===== config.mk =====
export PLATFORM = sky130hd
export DESIGN_NAME = exception_sequencer
export DESIGN_NICKNAME = d
export VERILOG_FILES = /design/src/inc/exc_seq_pkg.sv /design/src/verilog/exception_sequencer.sv
export SDC_FILE = /design/constraint.sdc
export NUM_CORES = 1
export LEC_CHECK = 0
export ABC_AREA = 1
export BUFFER_PORTS_ARGS = -buffer_cell sky130_fd_sc_hd__buf_2
export CAP_MARGIN = 20
export CORE_ASPECT_RATIO = 0.8
export CORE_MARGIN = 3
export CORE_UTILIZATION = 40
export CTS_CLUSTER_SIZE = 30
export DETAILED_ROUTE_END_ITERATION = 16
export HOLD_SLACK_MARGIN = 0.08
export PLACE_DENSITY = 0.67
export SLEW_MARGIN = 25
export SYNTH_ARGS = -nofsm -noshare
export SYNTH_HDL_FRONTEND = slang
export SYNTH_SLANG_ARGS = --single-unit

===== constraint.sdc =====
create_clock -name ref_clk_i -period 3.25 [get_ports ref_clk_i]
set_input_delay 0.1625 -clock ref_clk_i [delete_from_list [all_inputs] [get_ports ref_clk_i]]
set_output_delay 0.1625 -clock ref_clk_i [all_outputs]
set_load 0.05 [all_outputs]

===== src/inc/exc_seq_pkg.sv =====
// Purpose: shared constants for the exception sequencer
// Assumes: byte addressing, 32-bit vector table entries
// Notes:   register offsets are byte addresses on the plain register port

package exc_seq_pkg;

	// ----------------------------------------------------------------
	// vector numbers
	// ----------------------------------------------------------------
	localparam logic [7:0] VEC_RST_PC   = 8'h00;
	localparam logic [7:0] VEC_RST_SP   = 8'h01;
	localparam logic [7:0] VEC_ILL_GEN  = 8'h04;
	localparam logic [7:0] VEC_ILL_SLOT = 8'h06;
	localparam logic [7:0] VEC_AERR_CPU = 8'h09;
	localparam logic [7:0] VEC_AERR_DMA = 8'h0A;
	localparam logic [7:0] VEC_NMI      = 8'h0B;
	localparam logic [7:0] VEC_UBRK     = 8'h0C;
	localparam logic [7:0] VEC_IRQ_BASE = 8'h40;
	localparam logic [7:0] VEC_PERI_LO  = 8'h48;

	// ----------------------------------------------------------------
	// reset values, levels and counts
	// ----------------------------------------------------------------
	localparam logic [31:0] VBR_RESET   = 32'h0000_0000;
	localparam logic [3:0]  MASK_RESET  = 4'hF;
	localparam logic [3:0]  MASK_NMI    = 4'hF;
	localparam logic [3:0]  LVL_UBRK    = 4'hF;
	localparam logic [31:0] STACK_WORD  = 32'h0000_0004;
	localparam int          SR_MASK_LSB = 4;
	localparam logic [4:0]  RST_MIN_CYC = 5'h14;

	// ----------------------------------------------------------------
	// access sizes
	// ----------------------------------------------------------------
	localparam logic [1:0] SIZE_BYTE = 2'h0;
	localparam logic [1:0] SIZE_WORD = 2'h1;
	localparam logic [1:0] SIZE_LONG = 2'h2;

	// ----------------------------------------------------------------
	// register offsets
	// ----------------------------------------------------------------
	localparam logic [7:0] REG_VBR  = 8'h00;
	localparam logic [7:0] REG_MASK = 8'h04;
	localparam logic [7:0] REG_MODE = 8'h08;
	localparam logic [7:0] REG_STAT = 8'h0C;

	// ----------------------------------------------------------------
	// sequencer states, gray along the reset and stacking paths
	// ----------------------------------------------------------------
	typedef enum logic [3:0] {
		ST_HOLD    = 4'h0,
		ST_RST_PC  = 4'h1,
		ST_RST_SP  = 4'h3,
		ST_RST_INI = 4'h2,
		ST_RUN     = 4'h6,
		ST_PUSH_SR = 4'h7,
		ST_PUSH_PC = 4'h5,
		ST_FETCH   = 4'h4,
		ST_JUMP    = 4'hC
	} seq_state_t;

endpackage


===== src/verilog/exception_sequencer.sv =====
// Purpose: exception ranking, vector fetch, reset and stacking sequencer
// Assumes: single clock ref_clk_i at 20 MHz, memory port acked on same clock
// Notes:   the reset pin is synchronised here; peripherals follow periph_rst_o
//
// The implementer's own choices: the register offsets and strobed register access.
`timescale 1ns/1ps

module exception_sequencer #(
	parameter logic [31:0] PERI_BASE   = 32'hF000_0000,
	parameter logic [31:0] PERI_LIMIT  = 32'hF0FF_FFFF,
	parameter logic [31:0] PERI8_BASE  = 32'hF000_0000,
	parameter logic [31:0] PERI8_LIMIT = 32'hF00F_FFFF,
	parameter logic [31:0] EXT_BASE    = 32'h1000_0000,
	parameter logic [31:0] EXT_LIMIT   = 32'hEFFF_FFFF
) (
	input  wire logic        ref_clk_i,
	input  wire logic        arst_n_i,
	input  wire logic        external_reset_pin_n_i,
	input  wire logic [7:0]  reg_addr_i,
	input  wire logic [31:0] reg_wdata_i,
	input  wire logic        reg_wr_i,
	input  wire logic        reg_rd_i,
	output logic      [31:0] reg_rdata_o,
	input  wire logic        dec_valid_i,
	input  wire logic        dec_in_slot_i,
	input  wire logic        dec_undef_i,
	input  wire logic        dec_pc_write_i,
	input  wire logic        dec_int_block_i,
	input  wire logic [31:0] dec_pc_i,
	input  wire logic        instr_done_i,
	input  wire logic [31:0] next_pc_i,
	input  wire logic [31:0] slot_target_i,
	input  wire logic        trap_exec_i,
	input  wire logic [7:0]  trap_vec_i,
	input  wire logic        nmi_req_i,
	input  wire logic        ubrk_req_i,
	input  wire logic        int_req_i,
	input  wire logic        int_ext_i,
	input  wire logic [2:0]  int_line_i,
	input  wire logic [7:0]  int_vec_i,
	input  wire logic [3:0]  int_level_i,
	input  wire logic        bus_valid_i,
	input  wire logic        bus_dma_i,
	input  wire logic        bus_fetch_i,
	input  wire logic [1:0]  bus_size_i,
	input  wire logic [31:0] bus_addr_i,
	input  wire logic [31:0] status_word_i,
	input  wire logic [31:0] stack_pointer_gpr_i,
	output logic             mem_req_o,
	output logic             mem_we_o,
	output logic      [31:0] mem_addr_o,
	output logic      [31:0] mem_wdata_o,
	input  wire logic        mem_ack_i,
	input  wire logic [31:0] mem_rdata_i,
	output logic             pc_load_o,
	output logic      [31:0] pc_val_o,
	output logic             sp_load_o,
	output logic      [31:0] sp_val_o,
	output logic      [3:0]  imask_o,
	output logic             cpu_hold_o,
	output logic             periph_rst_o,
	output logic             aerr_o,
	output logic             int_ack_o,
	output logic      [7:0]  exc_vec_o
);
	import exc_seq_pkg::*;

	// ----------------------------------------------------------------
	// helpers
	// ----------------------------------------------------------------
	function automatic logic [31:0] vec_addr(input logic [31:0] base, input logic [7:0] vec,
		input logic use_base);
		vec_addr = (use_base ? base : 32'h0) + {22'h0, vec, 2'b00};
	endfunction

	function automatic logic in_range(input logic [31:0] a, input logic [31:0] lo,
		input logic [31:0] hi);
		in_range = (a >= lo) && (a <= hi);
	endfunction

	// ----------------------------------------------------------------
	// state
	// ----------------------------------------------------------------
	seq_state_t  state_q, state_d;
	logic        pin_s1_q, pin_s2_q, pin_s3_q, pin_level_q;
	logic [4:0]  low_cnt_q;
	logic [31:0] vbr_q;
	logic [3:0]  mask_q;
	logic        single_chip_q;
	logic        aerr_cpu_q, aerr_dma_q;
	logic        async_q, async_int_q;
	logic [7:0]  async_vec_q;
	logic [3:0]  async_lvl_q;
	logic [7:0]  exc_vec_q;
	logic        exc_int_q;
	logic [3:0]  exc_lvl_q;
	logic [31:0] save_pc_q, sp_base_q, pc_tmp_q;
	logic [31:0] vec_tgt_q, mem_sp_q;

	// ----------------------------------------------------------------
	// reset pin: three stages, level changes once stages two and three agree
	// ----------------------------------------------------------------
	wire pin_agree   = (pin_s2_q == pin_s3_q);
	wire pin_level_d = pin_agree ? pin_s3_q : pin_level_q;
	wire pin_release = ~pin_level_q & pin_level_d;
	wire rst_armed   = (low_cnt_q >= RST_MIN_CYC);
	wire in_reset    = ~pin_level_q;

	// ----------------------------------------------------------------
	// bus cycle checks
	// ----------------------------------------------------------------
	wire in_peri   = in_range(bus_addr_i, PERI_BASE, PERI_LIMIT);
	wire in_peri8  = in_range(bus_addr_i, PERI8_BASE, PERI8_LIMIT);
	wire ext_bad   = single_chip_q & in_range(bus_addr_i, EXT_BASE, EXT_LIMIT);
	wire fetch_err = bus_fetch_i & (bus_addr_i[0] | in_peri | ext_bad);
	wire word_odd  = (bus_size_i == SIZE_WORD) & bus_addr_i[0];
	wire long_mis  = (bus_size_i == SIZE_LONG) & (bus_addr_i[1:0] != 2'b00);
	wire long_p8   = (bus_size_i == SIZE_LONG) & in_peri8;
	wire data_err  = ~bus_fetch_i & (word_odd | long_mis | long_p8 | ext_bad);
	// the faulting cycle is not aborted; only a flag is recorded
	wire aerr_hit  = bus_valid_i & ~in_reset & (fetch_err | data_err);
	wire set_cpu   = aerr_hit & ~bus_dma_i;
	wire set_dma   = aerr_hit & bus_dma_i;

	// ----------------------------------------------------------------
	// acceptance and ranking
	// ----------------------------------------------------------------
	wire in_run    = (state_q == ST_RUN);
	wire accept_ok = in_run & dec_valid_i & ~dec_in_slot_i & ~async_q;
	wire int_ok    = accept_ok & ~dec_int_block_i;
	wire ubrk_ok   = ubrk_req_i & (LVL_UBRK > mask_q);
	wire irq_ok    = int_req_i & (int_level_i > mask_q);
	wire take_cpu  = accept_ok & aerr_cpu_q;
	wire take_dma  = accept_ok & aerr_dma_q & ~aerr_cpu_q;
	wire take_aerr = take_cpu | take_dma;
	wire take_int  = int_ok & ~take_aerr & (nmi_req_i | ubrk_ok | irq_ok);
	wire take_any  = take_aerr | take_int;

	wire [7:0] irq_vec  = int_ext_i ? (VEC_IRQ_BASE + {5'h0, int_line_i}) :
		((int_vec_i < VEC_PERI_LO) ? VEC_PERI_LO : int_vec_i);
	wire [7:0] take_vec = take_cpu ? VEC_AERR_CPU :
		take_dma ? VEC_AERR_DMA :
		nmi_req_i ? VEC_NMI :
		ubrk_ok ? VEC_UBRK : irq_vec;
	wire [3:0] take_lvl = nmi_req_i ? MASK_NMI : (ubrk_ok ? LVL_UBRK : int_level_i);

	// async work waits for the running instruction; instruction faults cannot preempt it
	wire go_async = in_run & async_q & instr_done_i;
	wire blocked  = async_q | take_any;
	wire go_trap  = in_run & ~blocked & trap_exec_i;
	wire slot_bad = dec_valid_i & dec_in_slot_i & (dec_undef_i | dec_pc_write_i);
	wire go_slot  = in_run & ~blocked & ~trap_exec_i & slot_bad;
	wire go_gen   = in_run & ~blocked & ~trap_exec_i & dec_valid_i & ~dec_in_slot_i &
		dec_undef_i;
	wire launch   = go_async | go_trap | go_slot | go_gen;

	wire [7:0]  launch_vec = go_async ? async_vec_q : go_trap ? trap_vec_i :
		go_slot ? VEC_ILL_SLOT : VEC_ILL_GEN;
	// address errors and interrupts stack the next instruction
	wire [31:0] launch_pc  = (go_async | go_trap) ? next_pc_i :
		go_slot ? slot_target_i : dec_pc_i;
	wire [31:0] sp_base_d  = launch ? stack_pointer_gpr_i : sp_base_q;
	wire [31:0] sr_push    = {status_word_i[31:SR_MASK_LSB + 4], mask_q,
		status_word_i[SR_MASK_LSB - 1:0]};

	// ----------------------------------------------------------------
	// next state
	// ----------------------------------------------------------------
	always_comb begin
		state_d = state_q;
		case (state_q)
			ST_HOLD: begin
				if (pin_release && rst_armed) begin
					state_d = ST_RST_PC;
				end
			end
			ST_RST_PC: begin
				if (mem_ack_i) begin
					state_d = ST_RST_SP;
				end
			end
			ST_RST_SP: begin
				if (mem_ack_i) begin
					state_d = ST_RST_INI;
				end
			end
			ST_RST_INI: state_d = ST_RUN;
			ST_RUN: begin
				if (launch) begin
					state_d = ST_PUSH_SR;
				end
			end
			ST_PUSH_SR: begin
				if (mem_ack_i) begin
					state_d = ST_PUSH_PC;
				end
			end
			ST_PUSH_PC: begin
				if (mem_ack_i) begin
					state_d = ST_FETCH;
				end
			end
			ST_FETCH: begin
				if (mem_ack_i) begin
					state_d = ST_JUMP;
				end
			end
			ST_JUMP: state_d = ST_RUN;
			default: state_d = ST_HOLD;
		endcase
		// the release cycle still reads as reset, so it must not pull the state back to hold
		if (in_reset && !pin_release) begin
			state_d = ST_HOLD;
		end
	end

	// ----------------------------------------------------------------
	// memory request for the coming state
	// ----------------------------------------------------------------
	logic        mreq_d, mwe_d;
	logic [31:0] maddr_d, mdata_d;
	always_comb begin
		mreq_d  = 1'b1;
		mwe_d   = 1'b0;
		maddr_d = 32'h0;
		mdata_d = 32'h0;
		case (state_d)
			ST_RST_PC:  maddr_d = vec_addr(vbr_q, VEC_RST_PC, 1'b0);
			ST_RST_SP:  maddr_d = vec_addr(vbr_q, VEC_RST_SP, 1'b0);
			ST_PUSH_SR: begin
				mwe_d   = 1'b1;
				maddr_d = sp_base_d - STACK_WORD;
				mdata_d = sr_push;
			end
			ST_PUSH_PC: begin
				mwe_d   = 1'b1;
				maddr_d = sp_base_q - (STACK_WORD + STACK_WORD);
				mdata_d = save_pc_q;
			end
			ST_FETCH:   maddr_d = vec_addr(vbr_q, exc_vec_q, 1'b1);
			default:    mreq_d  = 1'b0;
		endcase
	end

	// ----------------------------------------------------------------
	// register port decode
	// ----------------------------------------------------------------
	wire wr_vbr  = reg_wr_i & (reg_addr_i == REG_VBR);
	wire wr_mask = reg_wr_i & (reg_addr_i == REG_MASK);
	wire wr_mode = reg_wr_i & (reg_addr_i == REG_MODE);
	logic [31:0] rd_d;
	always_comb begin
		rd_d = 32'h0;
		if (reg_rd_i && reg_addr_i == REG_VBR) begin
			rd_d = vbr_q;
		end else if (reg_rd_i && reg_addr_i == REG_MASK) begin
			rd_d = {28'h0, mask_q};
		end else if (reg_rd_i && reg_addr_i == REG_MODE) begin
			rd_d = {31'h0, single_chip_q};
		end else if (reg_rd_i && reg_addr_i == REG_STAT) begin
			rd_d = {12'h0, exc_vec_q, async_q, aerr_dma_q, aerr_cpu_q, in_reset, 4'h0, state_q};
		end
	end

	// ----------------------------------------------------------------
	// reset pin synchroniser and low-time counter
	// ----------------------------------------------------------------
	always_ff @(posedge ref_clk_i or negedge arst_n_i) begin
		if (!arst_n_i) begin
			pin_s1_q    <= 1'b0;
			pin_s2_q    <= 1'b0;
			pin_s3_q    <= 1'b0;
			pin_level_q <= 1'b0;
			low_cnt_q   <= RST_MIN_CYC;
		end else begin
			pin_s1_q    <= external_reset_pin_n_i;
			pin_s2_q    <= pin_s1_q;
			pin_s3_q    <= pin_s2_q;
			pin_level_q <= pin_level_d;
			if (pin_level_q) begin
				low_cnt_q <= 5'h0;
			end else if (!rst_armed) begin
				low_cnt_q <= low_cnt_q + 5'h1;
			end
		end
	end

	// ----------------------------------------------------------------
	// sequencer and core state
	// ----------------------------------------------------------------
	always_ff @(posedge ref_clk_i or negedge arst_n_i) begin
		if (!arst_n_i) begin
			state_q       <= ST_HOLD;
			vbr_q         <= VBR_RESET;
			mask_q        <= MASK_RESET;
			single_chip_q <= 1'b0;
			aerr_cpu_q    <= 1'b0;
			aerr_dma_q    <= 1'b0;
			async_q       <= 1'b0;
			async_int_q   <= 1'b0;
			async_vec_q   <= 8'h0;
			async_lvl_q   <= 4'h0;
			exc_vec_q     <= 8'h0;
			exc_int_q     <= 1'b0;
			exc_lvl_q     <= 4'h0;
			save_pc_q     <= 32'h0;
			sp_base_q     <= 32'h0;
			pc_tmp_q      <= 32'h0;
		end else if (in_reset) begin
			state_q       <= state_d;
			vbr_q         <= VBR_RESET;
			mask_q        <= MASK_RESET;
			single_chip_q <= 1'b0;
			aerr_cpu_q    <= 1'b0;
			aerr_dma_q    <= 1'b0;
			async_q       <= 1'b0;
		end else begin
			state_q    <= state_d;
			sp_base_q  <= sp_base_d;
			// a new fault in the cycle it is taken stays pending
			aerr_cpu_q <= set_cpu | (aerr_cpu_q & ~take_cpu);
			aerr_dma_q <= set_dma | (aerr_dma_q & ~take_dma);
			if (take_any) begin
				async_q     <= 1'b1;
				async_int_q <= take_int;
				async_vec_q <= take_vec;
				async_lvl_q <= take_lvl;
			end else if (go_async) begin
				async_q <= 1'b0;
			end
			if (launch) begin
				exc_vec_q <= launch_vec;
				exc_int_q <= go_async & async_int_q;
				exc_lvl_q <= async_lvl_q;
				save_pc_q <= launch_pc;
			end
			if (state_q == ST_RST_PC && mem_ack_i) begin
				pc_tmp_q <= mem_rdata_i;
			end
			if (state_q == ST_RST_INI) begin
				vbr_q  <= VBR_RESET;
				mask_q <= MASK_RESET;
			end else if (state_q == ST_JUMP && exc_int_q) begin
				mask_q <= exc_lvl_q;
			end else if (wr_mask) begin
				mask_q <= reg_wdata_i[3:0];
			end
			if (wr_vbr && state_q != ST_RST_INI) begin
				vbr_q <= reg_wdata_i;
			end
			if (wr_mode) begin
				single_chip_q <= reg_wdata_i[0];
			end
		end
	end

	// ----------------------------------------------------------------
	// registered outputs
	// ----------------------------------------------------------------
	wire rst_load = (state_q == ST_RST_INI);
	wire exc_jump = (state_q == ST_JUMP);
	always_ff @(posedge ref_clk_i or negedge arst_n_i) begin
		if (!arst_n_i) begin
			reg_rdata_o  <= 32'h0;
			mem_req_o    <= 1'b0;
			mem_we_o     <= 1'b0;
			mem_addr_o   <= 32'h0;
			mem_wdata_o  <= 32'h0;
			pc_load_o    <= 1'b0;
			pc_val_o     <= 32'h0;
			sp_load_o    <= 1'b0;
			sp_val_o     <= 32'h0;
			cpu_hold_o   <= 1'b1;
			periph_rst_o <= 1'b1;
			aerr_o       <= 1'b0;
			int_ack_o    <= 1'b0;
			exc_vec_o    <= 8'h0;
		end else begin
			reg_rdata_o  <= rd_d;
			mem_req_o    <= mreq_d;
			mem_we_o     <= mwe_d;
			mem_addr_o   <= maddr_d;
			mem_wdata_o  <= mdata_d;
			// one-cycle PC load is the whole jump, no delay slot follows
			pc_load_o    <= (rst_load | (exc_jump && !in_reset));
			pc_val_o     <= rst_load ? pc_tmp_q : mem_rdata_q_sel(exc_jump);
			sp_load_o    <= (rst_load | (exc_jump && !in_reset));
			sp_val_o     <= rst_load ? mem_sp_q : sp_base_q - (STACK_WORD + STACK_WORD);
			cpu_hold_o   <= (state_d != ST_RUN);
			periph_rst_o <= in_reset;
			aerr_o       <= aerr_hit;
			int_ack_o    <= exc_jump & exc_int_q & ~in_reset;
			exc_vec_o    <= exc_vec_q;
		end
	end

	// vector fetch and reset SP word captured on their acks
	always_ff @(posedge ref_clk_i or negedge arst_n_i) begin
		if (!arst_n_i) begin
			vec_tgt_q <= 32'h0;
			mem_sp_q  <= 32'h0;
		end else begin
			if (state_q == ST_FETCH && mem_ack_i) begin
				vec_tgt_q <= mem_rdata_i;
			end
			if (state_q == ST_RST_SP && mem_ack_i) begin
				mem_sp_q <= mem_rdata_i;
			end
		end
	end

	function automatic logic [31:0] mem_rdata_q_sel(input logic sel);
		mem_rdata_q_sel = sel ? vec_tgt_q : 32'h0;
	endfunction

	assign imask_o = mask_q;

	// ----------------------------------------------------------------
	// checks
	// ----------------------------------------------------------------
	chk_rst_start: assert property (@(posedge ref_clk_i) disable iff (!arst_n_i)
		(state_q == ST_HOLD && pin_release && rst_armed) |=> (state_q == ST_RST_PC && mem_req_o))
		else $error("reset release did not start the fetch");
	chk_rst_fetch: assert property (@(posedge ref_clk_i) disable iff (!arst_n_i)
		(state_q == ST_RST_PC && mem_ack_i && pin_level_q) |=>
		(state_q == ST_RST_SP && mem_addr_o == 32'h0000_0004 && $past(mem_addr_o) == 32'h0))
		else $error("reset fetch order or address wrong");
	chk_rst_init: assert property (@(posedge ref_clk_i) disable iff (!arst_n_i)
		(state_q == ST_RST_INI && pin_level_q) |=> (vbr_q == 32'h0 && mask_q == 4'hF &&
		pc_load_o && pc_val_o == $past(pc_tmp_q)))
		else $error("reset did not clear base and set mask");
	chk_async_wait: assert property (@(posedge ref_clk_i) disable iff (!arst_n_i)
		(in_run && async_q && !instr_done_i && !in_reset) |=> (state_q == ST_RUN))
		else $error("async exception started before completion");
	chk_slot_hold: assert property (@(posedge ref_clk_i) disable iff (!arst_n_i)
		(in_run && !async_q && dec_valid_i && dec_in_slot_i) |=> !async_q)
		else $error("async exception taken in delay slot");
	chk_push_order: assert property (@(posedge ref_clk_i) disable iff (!arst_n_i)
		(state_q == ST_PUSH_SR && mem_ack_i && pin_level_q) |=>
		(state_q == ST_PUSH_PC && mem_we_o && mem_addr_o == $past(mem_addr_o) - 32'h4))
		else $error("stack push order wrong");
	chk_vec_fetch: assert property (@(posedge ref_clk_i) disable iff (!arst_n_i)
		(state_q == ST_FETCH && mem_req_o) |-> (mem_addr_o == vbr_q + {22'h0, exc_vec_q, 2'b00}))
		else $error("vector address wrong");
	chk_mask_keep: assert property (@(posedge ref_clk_i) disable iff (!arst_n_i)
		(state_q == ST_JUMP && !exc_int_q && !wr_mask && pin_level_q) |=> $stable(mask_q))
		else $error("mask changed by non-interrupt exception");
	chk_nmi_mask: assert property (@(posedge ref_clk_i) disable iff (!arst_n_i)
		(take_int && nmi_req_i) ##1 (!in_reset && !wr_mask) [*1] |->
		(async_lvl_q == 4'hF && async_vec_q == 8'h0B))
		else $error("NMI not taken at mask fifteen");
	chk_fetch_odd: assert property (@(posedge ref_clk_i) disable iff (!arst_n_i)
		(bus_valid_i && bus_fetch_i && bus_addr_i[0] && pin_level_q) |=> aerr_o)
		else $error("odd fetch not flagged");
	chk_long_align: assert property (@(posedge ref_clk_i) disable iff (!arst_n_i)
		(bus_valid_i && !bus_fetch_i && bus_size_i == 2'h2 && bus_addr_i[1:0] != 2'b00 &&
		pin_level_q) |=> aerr_o)
		else $error("misaligned longword not flagged");

endmodule


# Word-level counts from Yosys, hierarchy flattened

Cells that the tools add are included.

Bits in writable memories: 0
Register bits: 414
Bits in latches: 0
Memories kept: 0
Memory bits (read-only): 0

Reduce and logical (&&, ||, !) cells: 25
Magnitude comparators: 9
Div/mod/pow operators: 0
Mux-type cells: 51
Bitwise operators: 71
Add/subtract/negate cells: 5
Eq/ne operators: 26
Multiply operators: 0
Shifts and indexed selects: 0

Operators by type and width:

| cell                    | number |
|---|---|
| $mux W32                | 10 |
| $pmux W32 S4            | 1 |
| $le A32 B32 Y1 const B  | 3 |
| $mux W8                 | 8 |
| $pmux W32 S2            | 1 |
| $mux W20                | 3 |
| $mux W4                 | 14 |
| $and A1 B1 Y1           | 41 |
| $add A32 B10 Y32        | 1 |
| $ge A32 B29 Y1 const B  | 1 |
| $ge A32 B32 Y1 const B  | 1 |
| $pmux W4 S8             | 1 |
| $sub A32 B3 Y32 const B | 1 |
| $sub A32 B4 Y32 const B | 1 |
| $eq A4 B3 Y1 const B    | 7 |
| $or A1 B1 Y1            | 18 |
| $eq A8 B4 Y1 const B    | 2 |
| $logic_and A1 B1 Y1     | 15 |
| $eq A4 B2 Y1 const B    | 3 |
| $not A1 Y1              | 12 |
| $mux W1                 | 10 |
| $mux W5                 | 2 |
| $add A7 B3 Y8 const A   | 1 |
| $eq A4 B1 Y1 const B    | 2 |
| 24 further kinds        | 28 |

# Depth between registers and ports, before layout

Depth in word-level cells: 25
Gate-level depth with buffers: 27
Mapped depth without buffers: 26

# Least setup slack after synthesis

OpenSTA, ideal clock, no wires.

Kind: reg2reg
Start point: register mask_q[3] (netlist: imask_o[3])
End point: register mem_addr_o[24]
Period minus slack after synthesis: 3246 ps
Required time: 3133 ps
Buffers on the path: 1
Cell stages (with the launch flop): 21
Arrival: 3128 ps
Slack: 4 ps
Path through: dfstp_2 -> inv_1 -> ha_1 -> nand2_1 -> o21a_1 -> nand2_1 -> nand2_1 -> a21oi_4 -> nand4_2 -> nand3_2 -> buf_6 -> o21ai_0 -> inv_1 -> ha_1 -> nand2_1 -> nor2_2 -> nand2_1 -> nor2_1 -> nand3_1 -> nand3_1 -> nand2_1

Longest elaborated chain between the ends: 19

RTL lines:

| item                                                                    | RTL line                                                                           | text |
|---|---|---|
| from (decl)                                                             | exception_sequencer.sv:88                                                          | `logic [3:0] mask_q;` |
| from (signal assigned)                                                  | exception_sequencer.sv:344                                                         | `mask_q <= exc_lvl_q;` |
| from (signal assigned)                                                  | exception_sequencer.sv:346                                                         | `mask_q <= reg_wdata_i[3:0];` |
| $gt A4 B4 Y1                                                            | exception_sequencer.sv:131                                                         | `wire ubrk_ok = ubrk_req_i & (LVL_UBRK > mask_q);` |
| $and A1 B1 Y1                                                           | exception_sequencer.sv:131                                                         |  |
| $or A1 B1 Y1                                                            | exception_sequencer.sv:136                                                         | `wire take_int = int_ok & ~take_aerr & (nmi_req_i \| ubrk_ok \| irq_ok);` |
| $or A1 B1 Y1 (*)                                                        | exception_sequencer.sv:136                                                         |  |
| $and A1 B1 Y1 (*)                                                       | exception_sequencer.sv:136                                                         |  |
| $or A1 B1 Y1 (*)                                                        | exception_sequencer.sv:137                                                         | `wire take_any = take_aerr \| take_int;` |
| $or A1 B1 Y1 (*)                                                        | exception_sequencer.sv:149                                                         | `wire blocked = async_q \| take_any;` |
| $not A1 Y1 (*)                                                          | exception_sequencer.sv:150, exception_sequencer.sv:152, exception_sequencer.sv:153 |  |
| $and A1 B1 Y1 (*)                                                       | exception_sequencer.sv:150, exception_sequencer.sv:152, exception_sequencer.sv:153 |  |
| $and A1 B1 Y1                                                           | exception_sequencer.sv:152, exception_sequencer.sv:153                             |  |
| $and A1 B1 Y1 (3 in a row)                                              | exception_sequencer.sv:153                                                         | `wire go_gen = in_run & ~blocked & ~trap_exec_i & dec_valid_i & ~dec_in_slot_i &` |
| $or A1 B1 Y1 (*)                                                        | exception_sequencer.sv:155                                                         | `wire launch = go_async \| go_trap \| go_slot \| go_gen;` |
| parallel branches: the longest is 4 deep, another holds $sub A32 B3 Y32 | --                                                                                 |  |
| $pmux W32 S4 (*)                                                        | exception_sequencer.sv:227                                                         | `case (state_d)` |
| net maddr_d[24]                                                         | exception_sequencer.sv:221                                                         | `logic [31:0] maddr_d, mdata_d;` |
| to (signal assigned)                                                    | exception_sequencer.sv:382                                                         | `mem_addr_o <= maddr_d;` |
| to (decl)                                                               | exception_sequencer.sv:51                                                          | `output logic [31:0] mem_addr_o,` |

Mark *: on every way through the listed nets, which the timed path passes.
A chain may end at the register's enable or synchronous reset.

# Final worst setup path

Start point: register mask_q[1] (netlist: imask_o[1])
End point: register mem_addr_o[30]

Same word-level chain as after synthesis.

==> impl_metrics.csv <==
group,metric,value,unit
outcome,status,"finished with violations",
outcome,violations,"setup timing",
cells_and_area,mostFrequentLayoutCells,"buf_2 (465), nand2_1 (435), dfrtp_1 (406)",
worst_hold_path,hp-class,"in -> reg",
pwr,ir_drop,0.000333,V
clock_network,clock_path_buffers,3,
cells_and_area,syn_to_final_growth,46.6,%
global_routing,grt_usage,0.284,
worst_setup_path,cp-start-kind,"flip-flop",
synthesis,synth.cell_area,19400,um^2
cells_and_area,final_common_cell,"buf_2",
clock_network,cts_root_buffer,"clkbuf_16",
worst_setup_path,cp.required,3.75,ns
synthesis,ys_ff_latch,414,
synthesis,synth-compound-area-share,0.150,
timing,fin_crit,3.29,ns
synthesis,synth_edf_count,0,
cells_and_area,fin_util,0.600,
synthesis,postSynth.asyncResetShare,1.00,
floorplanning,num_rows,71,
routing,avgRoutedWirePerCell,19.7,um
synthesis,synth_top_cell_area_share,0.523,
synthesis,synth_top_family_by_area,"simple AND/OR/NAND/NOR gates",
cells_and_area,final_nets,3502,
global_routing,grt_first_pass_wirelength,113000,um
timing,drv_slew,0,
place,dp_hpwl,53000,um
timing,period_share,1.01,
routing,drcViolationCount,0,
clock_network,numCtsBuffers,44,
routing,avgViaCountPerCell,5.24,
clock_network,htree_levels,2,
cells_and_area,drive_gt1_frac,0.273,
synthesis,synth_xor_area_frac,0.0212,
place,io_buffers,466,
synthesis,ys.flop_type,"dfrtp_1",
worst_setup_path,end_kind,"flip-flop",
floorplanning,die_area,51300,um^2
clock_network,cts.sinks,414,
synthesis,ys_types,53,
global_routing,antenna_found_initial,7,
clock_network,clk_pin_slew,0.06,ns
synthesis,syn-instance-count,2355,
routing,routed_wl,75700,um
timing,setup_viol,2,
synthesis,synth_fp_nets,2681,
synthesis,yosysSeqAreaShare,0.533,
worst_setup_path,cp_max_fo,7,
floorplanning,initial_utilization,0.409,
place,routabilityCongestion,0.950,
worst_setup_path,crit_type,"reg -> reg",
worst_setup_path,cp_slowest_cell,"dfstp_2",
floorplanning,ioPinCount,489,
routing,ant_nets,0,
timing,fmax,304,MHz
clock_network,worst_skew_pair.late_latency,0.58,ns
timing,relSlewSlack,0.380,
timing,worst_pin_slew,0.929,ns
global_routing,overflow,0,
synthesis,synthMuxAreaShare,0,
timing,finalWorstSetupSlack,-0.0422,ns
worst_setup_path,slowest_delay,0.54,ns
floorplanning,coreArea,47500,um^2
worst_setup_path,worstPathArrival,3.79,ns
synthesis,avgSynthCellArea,8.25,um^2
timing,fin_tns_setup,-0.0458,ns
job,drv_cap,0,
pwr,power.leakage,14.6,nW
global_routing,grt_max_degree,94,
synthesis,yosysTopAreaCell,"dfrtp_1",
floorplanning,die_w,252,um
routing,via_count,20100,
timing,final_hold_viol_count,0,
clock_network,cts_tree,"yes",
global_routing,grt_pass1_vias,20100,
timing,rsz0062_at_grt,"yes",
worst_setup_path,crit_path_cell_trace,"inv_2 > ha_4 > nand2_2 > o21a_1 > nand2_1 > nand2_2 > a21oi_4 > nand4_1 > nand3_4 > buf_12 > nand2_4 > nand2_4 > ha_4 > nand2_4 > nor2_4 > nand2_4 > nor2_4 > nand2_1 > nand2_1 > nand3_1 > nand2_1",
synthesis,synthAdderAreaFrac,0.0118,
timing,finClkSkew,0.0246,ns
timing,holdWs,0.111,ns
synthesis,yosys_warnings,0,
synthesis,yosys.area_share.simple,0.203,
synthesis,synth_area_leaders,"dfrtp_1 (52%), nand2_1 (9.7%), o21ai_0 (8.5%)",
floorplanning,chipHeight,203,um
routing,drt_iter0_drc,1754,
pwr,powerDensity,408,nW/um^2
routing,drtPass1Iterations,6,
pwr,power,11.6,mW
## synthesized netlist by cell type, types with 3 or more instances
| cell | number |
|---|---|
| nand2_1 | 502 |
| dfrtp_1 | 406 |
| o21ai_0 | 330 |
| inv_1 | 283 |
| nor2_1 | 230 |
| a21oi_1 | 116 |
| nand3_1 | 92 |
| clkbuf_1 | 73 |
| xor2_1 | 47 |
| nand4_1 | 42 |
| a22oi_1 | 34 |
| nor3_1 | 29 |
| buf_2 | 20 |
| ha_1 | 16 |
| nor2_2 | 11 |
| nor4_1 | 11 |
| o21ai_1 | 9 |
| a31oi_1 | 8 |
| dfstp_2 | 8 |
| buf_1 | 7 |
| nand2_2 | 7 |
| inv_2 | 6 |
| buf_4 | 5 |
| o221ai_1 | 5 |
| a41oi_1 | 4 |
| nand3b_1 | 4 |
| o211ai_1 | 4 |
| o22a_1 | 4 |
| o22ai_1 | 4 |
| o31ai_1 | 4 |
| buf_6 | 3 |
## logic make-up (layout without fill, tap and decap cells)
family,after synthesis,in the layout
DFF,414,414
AOI/OAI and AO/OA,536,536
adders and majority gates,18,18
other,0,6
and+or+nand+nor,941,941
buffers and inverters,399,1255
xor gates and xnor gates,47,47
## flip-flops by register name, summed over array words and instances (netlist names), 4 cells and up
name	cells
save_pc_q	32
exc_lvl_q	4
mem_wdata_o	32
async_lvl_q	4
pc_val_o	32
pc_tmp_q	32
async_vec_q	8
sp_base_q	32
low_cnt_q	5
exc_vec_o	8
state_q	4
mem_sp_q	32
vec_tgt_q	32
imask_o	4
reg_rdata_o	32
sp_val_o	32
mem_addr_o	32
vbr_q	32
exc_vec_q	8
## what timing repair did
action | 4_1_cts | 5_1_grt
hold buffers | 258 | 0
pin swaps | 1 | 54
resized for setup | 24 | 178
endpoints found under the setup margin | 28 | 99
setup buffers | 4 | 22
endpoints found under the hold margin | 338 | 0
cloned | 1 | 6
## metrics by stage
step	cell area (um^2)	worst slack [ns]	cells
3_3_place_gp	23200	-0.131	3460
4_1_cts	27600	-0.0190	3804
5_1_grt	28500	-0.211	3836
2_1_floorplan	19400	0.00431	2355
6_report	28500	-0.0422	3837
3_5_place_dp	23200	-0.176	3460
## critical path: cells and delay by family (launching register included)
kind	cells	cell delay, ns
simple gates	15	1.64
flops	1	0.54
fa+ha+maj	2	0.41
compound gates	2	0.40
buf+inv	2	0.20
## worst paths after layout
path	depth (start not counted)	slack (ns)	to	start
max	21	-0.04	mem_addr_o[30]	imask_o[1]
min	5	0.11	save_pc_q[10]	slot_target_i[10]
max reg2reg	21	-0.04	mem_addr_o[30]	imask_o[1]
min reg2reg	0	0.36	pin_s2_q	pin_s1_q
max in group asynchronous	4	1.96	pc_tmp_q[30]	arst_n_i
min in group asynchronous	2	0.20	exc_vec_o[2]	arst_n_i
## area by class of cell
type,instances,area (um^2)
clock buffers,63,1310
multi-input cells,1542,8220
inverters,291,1100
clock inverters,18,288
flip-flops and latches,414,10400
well taps,620,776
fillers,4157,19000
diodes,6,15.0
repair buffers,883,6430
## power breakdown
group          switching [mW]  leakage, nW  internal [mW]  total [mW]
logic                   0.479         8.65          0.445       0.924
clock network            2.16        0.775           3.36        5.52
registers              0.0175         5.22           5.18        5.20
## metal layers
| metal | vias to the layer above | wire length [um] | track usage |
|---|---|---|---|
| met4 | 2 | 3170 | 0.125 |
| li1 | 9292 | - | - |
| met1 | 9718 | 33200 | 0.393 |
| met3 | 212 | 4810 | 0.0469 |
| met2 | 867 | 34500 | 0.443 |
| met5 | - | 13 | 0 |
No activity file was read; power rests on OpenSTA's default activity.
